## src/shared/kme_pkg.sv

```systemverilog
// Package with the constants and carrier types of the keyboard matrix encoder.
package kme_pkg;
  localparam int DRIVE_LINES = 11;
  localparam int SENSE_LINES = 8;
  localparam int ASCII_DRIVES = 7;
  localparam int CODE_W = 8;
  localparam logic [7:0] HEX_BASE = 8'h80;
  localparam logic [7:0] CTRL_MASK = 8'h1F;
  localparam logic [7:0] CASE_BIT = 8'h20;
  localparam logic [7:0] SEL_MATCH = 8'h00;
  // Modifier classes of the decoder.
  typedef enum logic [3:0] {
    KME_MOD_NORMAL = 4'h1,
    KME_MOD_ALPHA = 4'h2,
    KME_MOD_SHIFT = 4'h4,
    KME_MOD_CTRL = 4'h8
  } kme_mod_t;
  // One captured key code with its position.
  typedef struct packed {
    logic [7:0] code;
    logic [3:0] drive;
    logic [2:0] sense;
  } kme_key_t;
endpackage

```

## src/kme_buf2.sv

```systemverilog
// Two-entry valid/ready buffer that holds captured key codes.
`timescale 1ns/1ps
module kme_buf2 #(
  parameter int WIDTH = 15
) (
  // Clock and reset.
  input wire logic clk,
  input wire logic rst,
  // Filling side.
  input wire logic in_valid,
  output logic in_ready,
  input wire logic [WIDTH-1:0] in_data,
  // Draining side.
  output logic out_valid,
  input wire logic out_ready,
  output logic [WIDTH-1:0] out_data
);
  logic [WIDTH-1:0] mem_ff [2];
  logic [WIDTH-1:0] nxt_mem [2];
  logic [1:0] cnt_ff, nxt_cnt;
  logic wr_ptr_ff, nxt_wr_ptr, rd_ptr_ff, nxt_rd_ptr;
  logic push, pop;

  initial begin
    if (WIDTH < 1) $error("kme_buf2: WIDTH must be positive.");
  end

  assign in_ready = (cnt_ff != 2'h2);
  assign out_valid = (cnt_ff != 2'h0);
  assign out_data = mem_ff[rd_ptr_ff];
  assign push = in_valid && in_ready;
  assign pop = out_valid && out_ready;

  // Next pointer, count and storage values.
  always_comb begin
    nxt_mem = mem_ff;
    nxt_wr_ptr = wr_ptr_ff;
    nxt_rd_ptr = rd_ptr_ff;
    nxt_cnt = cnt_ff;
    if (push) begin
      nxt_mem[wr_ptr_ff] = in_data;
      nxt_wr_ptr = ~wr_ptr_ff;
    end
    if (pop) begin
      nxt_rd_ptr = ~rd_ptr_ff;
    end
    if (push && !pop) begin
      nxt_cnt = cnt_ff + 2'h1;
    end else if (pop && !push) begin
      nxt_cnt = cnt_ff - 2'h1;
    end
  end

  // Register the buffer state.
  always_ff @(posedge clk) begin
    if (rst) begin
      mem_ff[0] <= '0;
      mem_ff[1] <= '0;
      wr_ptr_ff <= 1'b0;
      rd_ptr_ff <= 1'b0;
      cnt_ff <= 2'h0;
    end else begin
      mem_ff <= nxt_mem;
      wr_ptr_ff <= nxt_wr_ptr;
      rd_ptr_ff <= nxt_rd_ptr;
      cnt_ff <= nxt_cnt;
    end
  end
endmodule // kme_buf2

```

## src/kme_encoder.sv

```systemverilog
// Keyboard matrix scan encoder with modifier decoding and a three-state host byte.
`timescale 1ns/1ps
module kme_encoder #(
  parameter int DRIVES = kme_pkg::DRIVE_LINES,
  parameter int SENSES = kme_pkg::SENSE_LINES
) (
  // Clock and reset.
  input wire logic REF_CLK,
  input wire logic RST,
  // Key matrix.
  output logic [10:0] KEY_DRIVE,
  input wire logic [7:0] KEY_SENSE,
  // Modifier inputs.
  input wire logic SHIFT_IN,
  input wire logic CTRL_IN,
  input wire logic CAPS_LOCK_IN,
  // Debounce node, high once the external delay has elapsed after release.
  input wire logic DEBOUNCE_IN,
  output logic DEBOUNCE_DISCHARGE,
  // Host interface.
  input wire logic HOST_TIMING_PULSE,
  input wire logic [3:0] DEV_SELECT_INPUTS,
  output logic [7:0] HOST_DATA_OUT,
  output logic HOST_DATA_OE,
  output logic KEY_READY_N,
  output logic KEY_HELD_N
);
  // Operation overview.
  // The scan position is a drive index and a sense index held in flip-flops.
  // The drive index selects one of the eleven drive lines and holds it high.
  // The sense index selects which sense input is examined on each step.
  // Scanning advances only on a sampled fall of the host timing pulse.
  // A closed switch seen on a sampled rise of the pulse starts a keydown check.
  // During that check the debounce node is discharged.
  // The check ends on the next pulse rise that finds the node low and the key closed.
  // At that edge the code is captured and the ready flag is driven low.
  // The captured code passes through a two-entry buffer into the output register.
  // The output register keeps its code until the host has read it.
  // A host read is a pulse rise seen while all four selects match.
  // The read returns the ready flag high and marks the code as read.
  // While the key stays closed after the read, the held flag is low.
  // The held flag lets the host time an autorepeat of its own.
  // Opening the key stops the discharge so the external network recharges.
  // The release counts as complete only when the node reads high again.
  // A bounce that closes the key during recharge restarts the discharge.
  // After a complete release and a read, the next pulse fall resumes scanning.
  // A key pressed again after a complete release and a read is a fresh keydown.
  // Scanning stays frozen from capture to resumption, which locks out other keys.
  // So only the first closed key in scan order is reported until scanning resumes.
  // A second key held through the release is found when scanning reaches it.
  // Modifier handling.
  // Control and shift are sampled at the capture edge and kept in latches.
  // The code is decoded from the same levels, so it matches the latched class.
  // The latches are cleared once scanning resumes, ready for the next key.
  // Alpha lock is taken straight from its pin and is never latched.
  // Control outranks shift, shift outranks alpha lock, and none gives normal codes.
  // The modifiers never start a keydown check on their own.
  // Code table.
  // Lines one and two carry digits and punctuation, and shift flips bit four.
  // Lines three to six carry the letters and a few symbols.
  // Letters take lower case when plain and upper case with shift or alpha lock.
  // The symbols in that range take their second form only with shift.
  // Control keeps the low five bits of the upper case code.
  // Line seven carries space, line feed, escape, carriage return and delete.
  // Lines eight to eleven carry the hex codes, eight to a line.
  // Scan order.
  // The sense index runs fastest and wraps onto the next drive line.
  // After the last line the drive index returns to the first.
  // One full sweep takes eighty-eight pulse periods.
  // The order defines which of several closed keys is reported first.
  // Reset.
  // Reset leaves the ready and held flags high and the output register clear.
  // Reset also parks the scan on the first key of line one.
  // Buffering.
  // The buffer lets a capture complete even while the output register is busy.
  // With lockout in force it never holds more than one code.
  // Host side.
  // The output enable follows the selects directly, so the byte appears at once.
  // The byte itself changes only after the previous code has been read.
  // Debounce side.
  // The node input is low while the capacitor is discharged or still charging.
  // It goes high only once the external delay has run out.
  // The delay is set wholly outside, so no count of it lives here.
  // Limitations.
  // The pulse is sampled by the system clock, so each level must last at least one cycle.
  // A capture and a read on the same pulse rise keep the capture.
  // Scan phases.
  typedef enum logic [3:0] {
    ST_SCAN = 4'h1,
    ST_DEBOUNCE = 4'h2,
    ST_HOLD = 4'h4,
    ST_RELEASE = 4'h8
  } kme_state_t;

  initial begin
    if (DRIVES != kme_pkg::DRIVE_LINES || SENSES != kme_pkg::SENSE_LINES)
      $error("kme_encoder: matrix must be eleven by eight.");
  end

  // True for the keys of lines three to six that carry letters rather than symbols.
  function automatic logic is_letter(input logic [3:0] drv, input logic [2:0] sns);
    logic sym;
    sym = 1'b0;
    if (drv == 4'h2 && sns == 3'h0) sym = 1'b1;
    if (drv == 4'h5 && sns >= 3'h3) sym = 1'b1;
    is_letter = !sym;
  endfunction

  // Modifier class from control, shift and alpha lock levels, control first.
  function automatic kme_pkg::kme_mod_t mod_class(input logic ctl, input logic shf, input logic alp);
    if (ctl) begin
      mod_class = kme_pkg::KME_MOD_CTRL;
    end else if (shf) begin
      mod_class = kme_pkg::KME_MOD_SHIFT;
    end else if (alp) begin
      mod_class = kme_pkg::KME_MOD_ALPHA;
    end else begin
      mod_class = kme_pkg::KME_MOD_NORMAL;
    end
  endfunction

  // Map a matrix position and modifier class to its key code.
  function automatic logic [7:0] key_code(input logic [3:0] drv, input logic [2:0] sns,
                                          input kme_pkg::kme_mod_t md);
    logic [7:0] base;
    logic [7:0] pos;
    logic [3:0] hex_line;
    logic letter;
    base = 8'h00;
    pos = {1'b0, drv, sns};
    hex_line = drv - 4'(kme_pkg::ASCII_DRIVES);
    letter = is_letter(drv, sns);
    if (drv >= 4'(kme_pkg::ASCII_DRIVES)) begin
      // Each hex line owns eight consecutive codes in sense order.
      key_code = kme_pkg::HEX_BASE + {1'b0, hex_line, sns};
    end else begin
      unique case (drv)
        4'h0, 4'h1: begin
          // Digits sit at their own code; the last four keys of line two are punctuation sixteen lower.
          base = 8'h30 + pos;
          if (drv == 4'h1 && sns >= 3'h4) base = base ^ 8'h10;
          if (md == kme_pkg::KME_MOD_SHIFT) base = base ^ 8'h10;
        end
        4'h2, 4'h3, 4'h4, 4'h5: begin
          // Upper case codes run on from the position; the case bit depends on the class.
          base = 8'h40 + pos - 8'h10;
          if (md == kme_pkg::KME_MOD_NORMAL && letter) base = base | kme_pkg::CASE_BIT;
          if (md == kme_pkg::KME_MOD_SHIFT && !letter) base = base | kme_pkg::CASE_BIT;
          if (md == kme_pkg::KME_MOD_CTRL) base = base & kme_pkg::CTRL_MASK;
        end
        default: begin
          // Line seven holds the named control keys; other positions give no code.
          case (sns)
            3'h0: base = 8'h20;
            3'h2: base = 8'h0A;
            3'h3: base = 8'h1B;
            3'h5: base = 8'h0D;
            3'h7: base = 8'h7F;
            default: base = 8'h00;
          endcase
        end
      endcase
      key_code = base;
    end
  endfunction

  logic tp_ff, tp_rise, tp_fall;
  logic [3:0] drv_ff, nxt_drv;
  logic [2:0] sns_ff, nxt_sns;
  kme_state_t st_ff, nxt_st;
  logic ready_ff, nxt_ready, held_ff, nxt_held, read_done_ff, nxt_read_done;
  logic shift_lat_ff, nxt_shift_lat, ctrl_lat_ff, nxt_ctrl_lat;
  logic [7:0] out_ff, nxt_out;
  logic out_full_ff, nxt_out_full;
  logic selected, key_hit;
  kme_pkg::kme_mod_t mod_now;
  kme_pkg::kme_key_t cap;
  logic buf_in_ready, buf_out_valid, buf_pop;
  kme_pkg::kme_key_t buf_out;

  // Pulse edges; the pulse is the only scan pace.
  assign tp_rise = HOST_TIMING_PULSE && !tp_ff;
  assign tp_fall = !HOST_TIMING_PULSE && tp_ff;
  assign selected = (DEV_SELECT_INPUTS == 4'hE);
  assign key_hit = KEY_SENSE[sns_ff];
  // The node is discharged while a keydown is checked or a captured key stays closed.
  assign DEBOUNCE_DISCHARGE = (st_ff == ST_DEBOUNCE) || (st_ff == ST_HOLD && key_hit);

  // Modifier class of the latched key, with alpha lock taken live.
  assign mod_now = mod_class(ctrl_lat_ff, shift_lat_ff, CAPS_LOCK_IN);

  // The captured code is decoded from the modifier levels sampled at the capture edge.
  assign cap.drive = drv_ff;
  assign cap.sense = sns_ff;
  assign cap.code = key_code(drv_ff, sns_ff, mod_class(CTRL_IN, SHIFT_IN, CAPS_LOCK_IN));

  // One-hot drive of the current scan line.
  always_comb begin
    KEY_DRIVE = 11'h000;
    KEY_DRIVE[drv_ff] = 1'b1;
  end

  kme_buf2 #(.WIDTH($bits(kme_pkg::kme_key_t))) u_buf (
    .clk(REF_CLK),
    .rst(RST),
    .in_valid(st_ff == ST_DEBOUNCE && tp_rise && !DEBOUNCE_IN && key_hit),
    .in_ready(buf_in_ready),
    .in_data(cap),
    .out_valid(buf_out_valid),
    .out_ready(buf_pop),
    .out_data(buf_out)
  );
  // The output register takes a new code only once the previous one has been read.
  assign buf_pop = buf_out_valid && !out_full_ff;

  // Scan, capture and flag next values.
  always_comb begin
    nxt_st = st_ff;
    nxt_drv = drv_ff;
    nxt_sns = sns_ff;
    nxt_ready = ready_ff;
    nxt_held = held_ff;
    nxt_read_done = read_done_ff;
    nxt_shift_lat = shift_lat_ff;
    nxt_ctrl_lat = ctrl_lat_ff;
    nxt_out = out_ff;
    nxt_out_full = out_full_ff;
    unique case (st_ff)
      ST_SCAN: begin
        if (key_hit && tp_rise) begin
          nxt_st = ST_DEBOUNCE;
        end else if (tp_fall) begin
          if (sns_ff == 3'(SENSES - 1)) begin
            nxt_sns = 3'h0;
            nxt_drv = (drv_ff == 4'(DRIVES - 1)) ? 4'h0 : drv_ff + 4'h1;
          end else begin
            nxt_sns = sns_ff + 3'h1;
          end
        end
      end
      ST_DEBOUNCE: begin
        if (!key_hit) begin
          nxt_st = ST_SCAN;
        end else if (!DEBOUNCE_IN && tp_rise && buf_in_ready) begin
          nxt_shift_lat = SHIFT_IN;
          nxt_ctrl_lat = CTRL_IN;
          nxt_ready = 1'b0;
          nxt_read_done = 1'b0;
          nxt_st = ST_HOLD;
        end
      end
      ST_HOLD: begin
        if (!key_hit && DEBOUNCE_IN) begin
          nxt_st = ST_RELEASE;
        end
      end
      ST_RELEASE: begin
        if (key_hit && read_done_ff) begin
          // A complete release and a read followed by a closure is a fresh keydown.
          nxt_st = ST_DEBOUNCE;
        end else if (key_hit) begin
          nxt_st = ST_HOLD;
        end else if (read_done_ff && tp_fall) begin
          nxt_st = ST_SCAN;
        end
      end
      default: nxt_st = ST_SCAN;
    endcase
    // Load the output register from the buffer; a read frees it for the next code.
    if (selected && tp_rise) nxt_out_full = 1'b0;
    if (buf_pop) begin
      nxt_out = buf_out.code;
      nxt_out_full = 1'b1;
    end
    // A selected read on the pulse rise clears the flag; a capture the same edge wins.
    if (selected && tp_rise && !(st_ff == ST_DEBOUNCE && nxt_st == ST_HOLD)) begin
      nxt_ready = 1'b1;
      nxt_read_done = 1'b1;
    end
    nxt_held = !(nxt_read_done && nxt_ready && (nxt_st == ST_HOLD));
    // Latches are dropped once scanning runs again.
    if (mod_now != kme_pkg::KME_MOD_NORMAL && st_ff == ST_SCAN) begin
      nxt_shift_lat = 1'b0;
      nxt_ctrl_lat = 1'b0;
    end
  end

  // Register the scan and flag state.
  always_ff @(posedge REF_CLK) begin
    if (RST) begin
      tp_ff <= 1'b0;
      st_ff <= ST_SCAN;
      drv_ff <= 4'h0;
      sns_ff <= 3'h0;
      ready_ff <= 1'b1;
      held_ff <= 1'b1;
      read_done_ff <= 1'b1;
      shift_lat_ff <= 1'b0;
      ctrl_lat_ff <= 1'b0;
      out_ff <= 8'h00;
      out_full_ff <= 1'b0;
    end else begin
      tp_ff <= HOST_TIMING_PULSE;
      st_ff <= nxt_st;
      drv_ff <= nxt_drv;
      sns_ff <= nxt_sns;
      ready_ff <= nxt_ready;
      held_ff <= nxt_held;
      read_done_ff <= nxt_read_done;
      shift_lat_ff <= nxt_shift_lat;
      ctrl_lat_ff <= nxt_ctrl_lat;
      out_ff <= nxt_out;
      out_full_ff <= nxt_out_full;
    end
  end

  // Host byte is enabled only while selected.
  assign HOST_DATA_OE = selected;
  assign HOST_DATA_OUT = out_ff;
  assign KEY_READY_N = ready_ff;
  assign KEY_HELD_N = held_ff;
endmodule // kme_encoder

```

## config.mk

```make
export PLATFORM = sky130hd
export DESIGN_NAME = kme_encoder
export DESIGN_NICKNAME = d
export VERILOG_FILES = /design/src/shared/kme_pkg.sv /design/src/kme_buf2.sv /design/src/kme_encoder.sv
export SDC_FILE = /design/constraint.sdc
export NUM_CORES = 1
export LEC_CHECK = 0
export CORE_MARGIN = 3
export CORE_UTILIZATION = 40
export DETAILED_ROUTE_END_ITERATION = 6
export DONT_BUFFER_PORTS = 1
export HOLD_SLACK_MARGIN = 0.02
export SETUP_SLACK_MARGIN = 0.2
export SLEW_MARGIN = 10
export SYNTH_ARGS = -nofsm -noshare
export SYNTH_HDL_FRONTEND = slang
export SYNTH_SLANG_ARGS = --single-unit
```

## constraint.sdc

```tcl
create_clock -name REF_CLK -period 2.6 [get_ports REF_CLK]
set_input_delay 0.39 -clock REF_CLK [delete_from_list [all_inputs] [get_ports REF_CLK]]
set_output_delay 0.39 -clock REF_CLK [all_outputs]
set_load 0.01 [all_outputs]
```

==> out/results.ini, run 1 <==
[worst_hold_path]
worstHoldPathType=in -> reg
whs_endpoint=st_ff[2]
hold_depth=1
hold_start=RST

[flow_run]
maxCapViolCount=0

[place]
post-place-ws_ns=0.255
dp_hpwl_um=4590
port_buffers=0
gp_congestion=0.941

[setup_path]
r2r_setup_slack_ns=0.28
path_class=reg -> reg
worst-path-buf-inv=1
cp_top_family=simple AND/OR/NAND/NOR gates
slowest_stage=or4b_4
endpoint_kind=flip-flop
slowest_delay_ns=0.57
r2r-end=u_buf.cnt_ff[1]
critPathMaxFanout=7
r2r_start=st_ff[0]
crit_arrival_ns=2.57
r2r_cells=7
startpoint_type=flip-flop
crit_required_ns=2.85
crit_chain=or4b_4 > nor4_4 > nand3_4 > inv_2 > ha_4 > or3_4 > a21oi_2

[power_and_ir_drop]
p_switching_uw=479
power.internal_uw=1170
p_sw_frac=0.291
p_comb_frac=0.179
peakVddDrop_v=0.000377
power.share.sequential=0.490
leakagePower_uw=0.00117
powerDensity_mw_per_mm2=557
clockPowerShare=0.331

[global_route]
grt_pass1_wl_um=10000
antenna_found_initial=0
grt_max_degree=45
use_met3=0.0521
first_global_vias=2045
overflow=0
grt_util_met1=0.223
grt-busiest-layer=met2
grt_usage=0.169
globalRouteMet2Util=0.256

[final_layout]
num_antenna_cells=0
layout_commonest_cell=dfxtp_1
final_cell_mix=dfxtp_1, nor2_1, mux2i_1, a21oi_1
fillerInstances=635
drive_gt1_frac=0.146
fin_nets=341
area_delta_synth_final_pct=9.01

[timing]
worst_pin_slew_ns=0.588
finClkSkew_ns=0.00545
finalCriticalPeriod_ns=2.32
fin_ws_ns=0.276
slew_violations=0
rsz0062_at_grt=false
fin_setup_tns_ns=0
hold_violations=0
min_period_over_period=0.894
slew_headroom=0.608
max_freq_mhz=430
setup_violations=0

[routing]
num_vias=2244
ant_nets=0
wl_um=6410
wl_per_cell_um=16.6
drt_iter0_markers=98
drtPass1Iterations=4
post_drt_via_cell_ratio=5.81
post-route-drc-count=0

[floorplanning]
ios=42
fp.dieH_um=88.3
core.rowCount=29
die_area_sq_mm=0.00779
fp.dieW_um=88.3
initial_core_util=0.419
core_sq_mm=0.00646

[logic_synthesis]
synth_enable_flop_cells=0
synth.avg_cell_area_sq_um=8.71
ys_ff_latch=44
synth_async_sr_flop_share=0
netlist.area_leader.share=0.325
yosys_warnings=0
post_synth_instance_area_sq_mm=0.00271
syn_inst=311
synth_cell_type_count=60
synth_area_leaders=dfxtp_1, mux2i_1, ha_1
ys_seq_area_frac=0.325
synth_flop_cell=dfxtp_1
synth_area_leader_cell=dfxtp_1
syn_nets=344

[clocking]
path_clk_slew_ns=0.09
h-tree-depth=2
clock_path_buffers=2
clock_latency_ns=0.31
numCtsBuffers=5
cts-root-buf=clkbuf_8
clock-sinks=44
cts_tree=done

[status]
status=complete, no violations

-- synthesized netlist by cell type, drive strengths merged (2+ instances only) --
cell	instances
nor4	2
a21o	2
inv	12
nand2b	6
xor2	3
clkbuf	18
and3	4
and2	9
mux2	2
or2	4
o211ai	2
nor2	37
nor3	8
nor4b	5
dfxtp	44
nand2	10
xnor2	2
a21oi	19
a221oi	2
o2111ai	3
or3	3
nand3b	4
a211o	2
a211oi	13
nand4	2
o21ai	13
or4b	3
mux2i	26
buf	4
nor2b	7
nand3	4
o21bai	3
a311oi	3
ha	14
-- sequential cells by signal, indices dropped and copies added (netlist names) --
name / cells
u_buf.mem_ff: 16
HOST_DATA_OUT: 8
drv_ff: 4
st_ff: 4
sns_ff: 3
u_buf.cnt_ff: 2
KEY_HELD_N: 1
KEY_READY_N: 1
out_full_ff: 1
read_done_ff: 1
tp_ff: 1
u_buf.rd_ptr_ff: 1
u_buf.wr_ptr_ff: 1
-- routing by layer --
layer  up-vias  wire length, um
met5         -                0
met4         0              120
met3        13              419
met2        58             3010
met1      1053             2870
li1       1120                -
-- worst max path at each step --
stage	slack (ns)	to	start	cells past startpoint
2_1_floorplan	0.30	u_buf.cnt_ff[1]	sns_ff[1]	9
3_5_place_dp	0.25	u_buf.mem_ff[8]	drv_ff[1]	7
5_1_grt	0.20	u_buf.cnt_ff[1]	st_ff[0]	7
4_1_cts	0.24	u_buf.mem_ff[8]	drv_ff[1]	7
6_report	0.28	u_buf.cnt_ff[1]	st_ff[0]	7
3_3_place_gp	0.32	u_buf.mem_ff[8]	drv_ff[1]	7
-- layout make-up --
type / count / area, sq um / share of cell area
inverters: 12 / 45.0 / 0.0153
well taps: 77 / 96.3 / 0.0326
multi-input cells: 233 / 1710 / 0.580
repair buffers: 12 / 90.1 / 0.0305
flip-flops and latches: 44 / 893 / 0.303
clock inverters: 3 / 46.3 / 0.0157
clock buffers: 5 / 68.8 / 0.0233
-- worst reg2reg max path: stages (launching register included) --
cell,delay (ns)
dfxtp_4,0.37
or4b_4,0.57
nor4_4,0.39
nand3_4,0.14
inv_2,0.10
ha_4,0.20
or3_4,0.38
a21oi_2,0.11
-- through the flow --
step	std cells	util	hold WS (ns)	power, uW	instance area [sq um]
global placement	374	0.428	0.454	1090	2760
floorplan	311	-	0.445	1040	2710
detailed placement	374	0.428	0.457	1090	2760
finish	386	0.457	0.141	1640	2950
CTS	382	0.446	0.131	1640	2880
global route	386	0.457	0.123	1740	2950
-- logic make-up after synthesis --
kind of cell / after synthesis / synth area share
buffers and inverters: 34 / 0.0541
AO/OA/AOI/OAI: 71 / 0.178
XOR/XNOR: 5 / 0.0162
multiplexers: 29 / 0.113
adder cells (fa/ha/maj): 14 / 0.0647
flip-flops: 44 / 0.325
AND/OR/NAND/NOR: 114 / 0.249
-- timing repair --
| item | in CTS | in global routing |
|---|---|---|
| hold buffers | 0 | 0 |
| gates resized for setup | 0 | 14 |
| endpoints found under the setup margin | 0 | 8 |
| endpoints found under the hold margin | 0 | 0 |
| setup buffers | 0 | 4 |
-- power by group through the flow --
stage               Sequential (uW)  Clock (uW)  Combinational, uW
floorplan                       792           0                248
global placement                820           0                269
detailed placement              821           0                271
CTS                             805         564                272
global route                    814         591                334
finish                          805         544                295
(Power assumes the default switching activity.)
==> inputs of run 2 (changes only) <==
--- a/config.mk
+++ b/config.mk
@@ -5,6 +5,7 @@
 export SDC_FILE = /design/constraint.sdc
 export NUM_CORES = 1
 export LEC_CHECK = 0
+export CORE_ASPECT_RATIO = 1.75
 export CORE_MARGIN = 3
 export CORE_UTILIZATION = 40
 export DETAILED_ROUTE_END_ITERATION = 6
==> constraint.sdc (replaced) <==
create_clock -name REF_CLK -period 2.6 [get_ports REF_CLK]
set_input_delay 0.52 -clock REF_CLK [delete_from_list [all_inputs] [get_ports REF_CLK]]
set_output_delay 0.52 -clock REF_CLK [all_outputs]
set_load 0.01 [all_outputs]
==> run 2 against run 1 <==
Effect of this change: die area up 0.50%; power rose by 10%; hold slack better by 0.16 ns; maximum frequency is 0.55% higher; utilization shrank 0.41 points; worst setup slack better by 0.013 ns; flip-flop and latch count unchanged; critical path type unchanged; highest routed layer unchanged.
==> out/results.ini, run 2 (same netlist as run 1, synthesis figures left out) <==
[global_route]
overflow=0
first_global_vias=2177
grt_usage=0.177
grt_pass1_wl_um=10600
antenna_found_initial=0
grt_max_degree=45

[setup_path]
crit_arrival_ns=2.53
r2r_start=st_ff[1]
critPathMaxFanout=8
startpoint_type=flip-flop
r2r_cells=7
crit_required_ns=2.82
endpoint_kind=flip-flop
r2r_setup_slack_ns=0.29
r2r-end=u_buf.cnt_ff[1]
path_class=reg -> reg

[place]
dp.cells=380
dp_hpwl_um=4690
gp_congestion=0.837
port_buffers=0

[clocking]
ctsHoldBuffers=0
cts_setup_buffers=0
clock_latency_ns=0.28
cts_tree=done
path_clk_slew_ns=0.06
cts-root-buf=clkbuf_16
clock_path_buffers=2
clock-sinks=44
h-tree-depth=2
numCtsBuffers=5

[final_layout]
largest_reg_flops=16
layout_commonest_cell=dfxtp_1
area_delta_synth_final_pct=9.38
num_antenna_cells=0
stdcell_count=388
fin_nets=338
drive_gt1_frac=0.114
top_register=u_buf.mem_ff
final_cell_mix=dfxtp_1, nor2_1, mux2i_1, a21oi_1
fillerInstances=682

[flow_run]
maxCapViolCount=0

[floorplanning]
die_area_sq_mm=0.00783
initial_core_util=0.414
core.rowCount=39
fp.dieH_um=115
fp.dieW_um=68.2
ios=42
core_sq_mm=0.00654

[power_and_ir_drop]
p_comb_frac=0.149
p_switching_uw=491
power.share.sequential=0.446
powerDensity_mw_per_mm2=611
power.internal_uw=1320
p_sw_frac=0.272
peakVddDrop_v=0.000377
leakagePower_uw=0.00118
clockPowerShare=0.404

[timing]
min_period_over_period=0.889
slew_violations=0
max_freq_mhz=433
setup_violations=0
finalCriticalPeriod_ns=2.31
rsz0062_at_grt=false
worst_pin_slew_ns=0.559
slew_headroom=0.618
finClkSkew_ns=0.00265
hold_violations=0
fin_setup_tns_ns=0

[routing]
ant_nets=0
drtPass1Iterations=5
num_vias=2199
wl_um=6340
drt_iter0_markers=124
post-route-drc-count=0
wl_per_cell_um=16.3
post_drt_via_cell_ratio=5.67

[worst_hold_path]
hold_start=RST
worstHoldPathType=in -> reg
hold_depth=1
whs_endpoint=u_buf.wr_ptr_ff

[status]
status=complete, no violations

run 2: repair_timing:
action | 4_1_cts | 5_1_grt
gates resized for setup | 0 | 5
endpoints found under the setup margin | 0 | 7
endpoints found under the hold margin | 0 | 0
run 2: cell type report:
class,instances,area [sq um],share of cell area
multi-input cells,233,1690,0.572
well taps,82,103,0.0346
inverters,12,45.0,0.0152
flip-flops and latches,44,882,0.298
clock buffers,5,125,0.0422
clock inverters,3,46.3,0.0156
repair buffers,9,67.6,0.0228
run 2: worst max-delay path by stage:
stage / startpoint / to / depth (start not counted)
floorplan: sns_ff[1] / u_buf.cnt_ff[1] / 9
global placement: KEY_SENSE[6] / u_buf.cnt_ff[1] / 7
detailed placement: KEY_SENSE[6] / u_buf.cnt_ff[1] / 7
CTS: sns_ff[1] / DEBOUNCE_DISCHARGE / 5
global route: st_ff[1] / u_buf.cnt_ff[1] / 7
finish: st_ff[1] / u_buf.cnt_ff[1] / 7
run 2: per-stage QoR:
stage	setup WS (ns)	utilization	hold slack, ns	power (uW)	instance area, sq um
2_1_floorplan	0.305	-	0.445	1040	2710
3_3_place_gp	0.286	0.425	0.461	1090	2780
3_5_place_dp	0.259	0.425	0.459	1100	2780
4_1_cts	0.215	0.451	0.292	1830	2950
5_1_grt	0.203	0.453	0.293	1900	2960
6_report	0.289	0.453	0.300	1810	2960
run 2: worst max-delay path, stage by stage (launching register included):
cell and delay (ns):
dfxtp_1 0.44, or4b_4 0.54, nor4_4 0.27, nand3_4 0.14, inv_2 0.09, ha_1 0.25
or3_1 0.37, a21oi_1 0.14
run 2: per-layer routing:
layer / wire length (um) / vias to the layer above / track usage / part of all wire
li1: - / 1110 / - / -
met1: 2530 / 1024 / 0.195 / 0.40
met2: 3280 / 52 / 0.308 / 0.52
met3: 342 / 13 / 0.0420 / 0.054
met4: 191 / 0 / 0.0823 / 0.030
met5: 0 / - / 0 / 0
run 2: power by group through the flow:
stage	logic, uW	registers, uW	clock network (uW)
after floorplan	248	792	0
after global placement	269	823	0
after detailed placement	271	825	0
after CTS	272	810	747
after global routing	318	817	767
final	270	807	732
==> inputs of run 3 (changes only) <==
--- a/config.mk
+++ b/config.mk
@@ -6,7 +6,7 @@
 export NUM_CORES = 1
 export LEC_CHECK = 0
 export CORE_ASPECT_RATIO = 1.75
-export CORE_MARGIN = 3
+export CORE_MARGIN = 2
 export CORE_UTILIZATION = 40
 export DETAILED_ROUTE_END_ITERATION = 6
 export DONT_BUFFER_PORTS = 1
==> run 3 against run 2 <==
Effect of this change: critical path depth stayed put; utilization is 0.46 points higher; global-route usage is 0.33 points higher; power is 0.48% higher; largest cell class unchanged; die area is 4.6% lower; sequential power hardly changed; flip-flop and latch count stayed put.
==> out/results.ini, run 3 (same netlist as run 1, synthesis figures left out) <==
[status]
status=complete, no violations

[timing]
slew_headroom=0.613
rsz0062_at_grt=false
hold_violations=0
slew_violations=0
max_freq_mhz=432
min_period_over_period=0.891
fin_setup_tns_ns=0
worst_pin_slew_ns=0.579
finClkSkew_ns=0.00592
finalCriticalPeriod_ns=2.32
setup_violations=0
whs_ns=0.295

[global_route]
antenna_found_initial=0
grt_usage=0.180
first_global_vias=2157
grt_pass1_wl_um=10400
overflow=0
grt_max_degree=45

[routing]
wl_met3_um=287
drt_iter0_markers=98
post_drt_via_cell_ratio=5.70
top_layer_used=met4
drtPass1Iterations=5
wl_met2_um=3400
num_vias=2234
wl_um=6330
post-route-drc-count=0
ant_nets=0
met1Wirelength_um=2470
wl_per_cell_um=16.2

[floorplanning]
fp.dieW_um=66.2
core.rowCount=39
die_area_sq_mm=0.00747
fp.dieH_um=113
core_sq_mm=0.00654
initial_core_util=0.414
ios=42

[setup_path]
path_class=reg -> reg
slowest_delay_ns=0.57
crit_required_ns=2.82
crit_arrival_ns=2.54
cp_top_family=simple AND/OR/NAND/NOR gates
crit_chain=or4b_4 > nor4_4 > nand3_4 > inv_2 > ha_1 > or3_1 > a21oi_1
critPathMaxFanout=4
endpoint_kind=flip-flop
slowest_stage=or4b_4
cp.depth=7
r2r_cells=7
startpoint_type=flip-flop
worst-path-buf-inv=1

[clocking]
cts_tree=done
ctsHoldBuffers=0
numCtsBuffers=5
path_clk_slew_ns=0.07
clock_path_buffers=2
clock_latency_ns=0.29
clock-sinks=44
cts-root-buf=clkbuf_16
h-tree-depth=2

[power_and_ir_drop]
power.share.sequential=0.444
powerDensity_mw_per_mm2=607
p_switching_uw=496
power.internal_uw=1320
peakVddDrop_v=0.000485
p_sw_frac=0.273
clockPowerShare=0.404
leakagePower_uw=0.00120
p_comb_frac=0.153

[place]
gp_congestion=0.818
port_buffers=0
dp.cells=380
dp_hpwl_um=4730

[final_layout]
fillerInstances=665
area_delta_synth_final_pct=10.5
fin_nets=342
stdcell_count=392
drive_gt1_frac=0.129
final_cell_mix=dfxtp_1, nor2_1, mux2i_1, a21oi_1, ha_1
layout_commonest_cell=dfxtp_1
num_antenna_cells=0
largest_reg_flops=16
top_register=u_buf.mem_ff

[flow_run]
maxCapViolCount=0

[worst_hold_path]
hold_depth=1
worstHoldPathType=in -> reg

-- run 3: changes by cell type in the layout (fill, tap and decap cells not counted), sizes merged --
cell / delta
buf: +4
-- run 3: area by class of cell --
class / instances / area, sq um / share of cell area
repair buffers: 13 / 97.6 / 0.0326
clock buffers: 5 / 125 / 0.0418
flip-flops and latches: 44 / 888 / 0.297
multi-input cells: 233 / 1690 / 0.564
well taps: 82 / 103 / 0.0343
clock inverters: 3 / 46.3 / 0.0155
inverters: 12 / 45.0 / 0.0151
-- run 3: what timing repair did --
item | CTS | global route
setup endpoints to repair | 0 | 6
gates resized for setup | 0 | 7
endpoints found under the hold margin | 0 | 0
buffers inserted | 0 | 4
-- run 3: final timing paths --
kind                            slack [ns]               end             start
worst max-delay path                  0.28   u_buf.cnt_ff[1]          st_ff[0]
worst min-delay path                  0.30          st_ff[2]               RST
worst max register to register        0.28   u_buf.cnt_ff[1]          st_ff[0]
worst min register to register        0.47  u_buf.mem_ff[27]  u_buf.mem_ff[27]
-- run 3: metal layers --
metal | GRT usage | vias up
met5 | 0 | -
li1 | - | 1120
met4 | 0.0803 | 0
met1 | 0.205 | 1049
met2 | 0.312 | 53
met3 | 0.0398 | 12
-- run 3: power groups by stage --
stage	clock (uW)	sequential, uW	combinational [uW]
3_3_place_gp	0	824	264
4_1_cts	749	810	270
2_1_floorplan	0	792	248
6_report	733	806	278
5_1_grt	781	817	313
3_5_place_dp	0	826	266
-- run 3: worst register-to-register path, delay by kind of cell, from the launching register on --
family	cells	cell delay [ns]
fa+ha+maj	1	0.25
compound gates	1	0.12
buf+inv	1	0.08
simple gates	4	1.45
flops	1	0.35
-- run 3: through the flow --
stage / instance area (sq um) / setup slack, ns / power [uW] / utilization
detailed placement: 2780 / 0.273 / 1090 / 0.425
finish: 2990 / 0.285 / 1820 / 0.458
CTS: 2950 / 0.209 / 1830 / 0.451
floorplan: 2710 / 0.305 / 1040 / -
global route: 2990 / 0.199 / 1910 / 0.458
global placement: 2780 / 0.288 / 1090 / 0.425
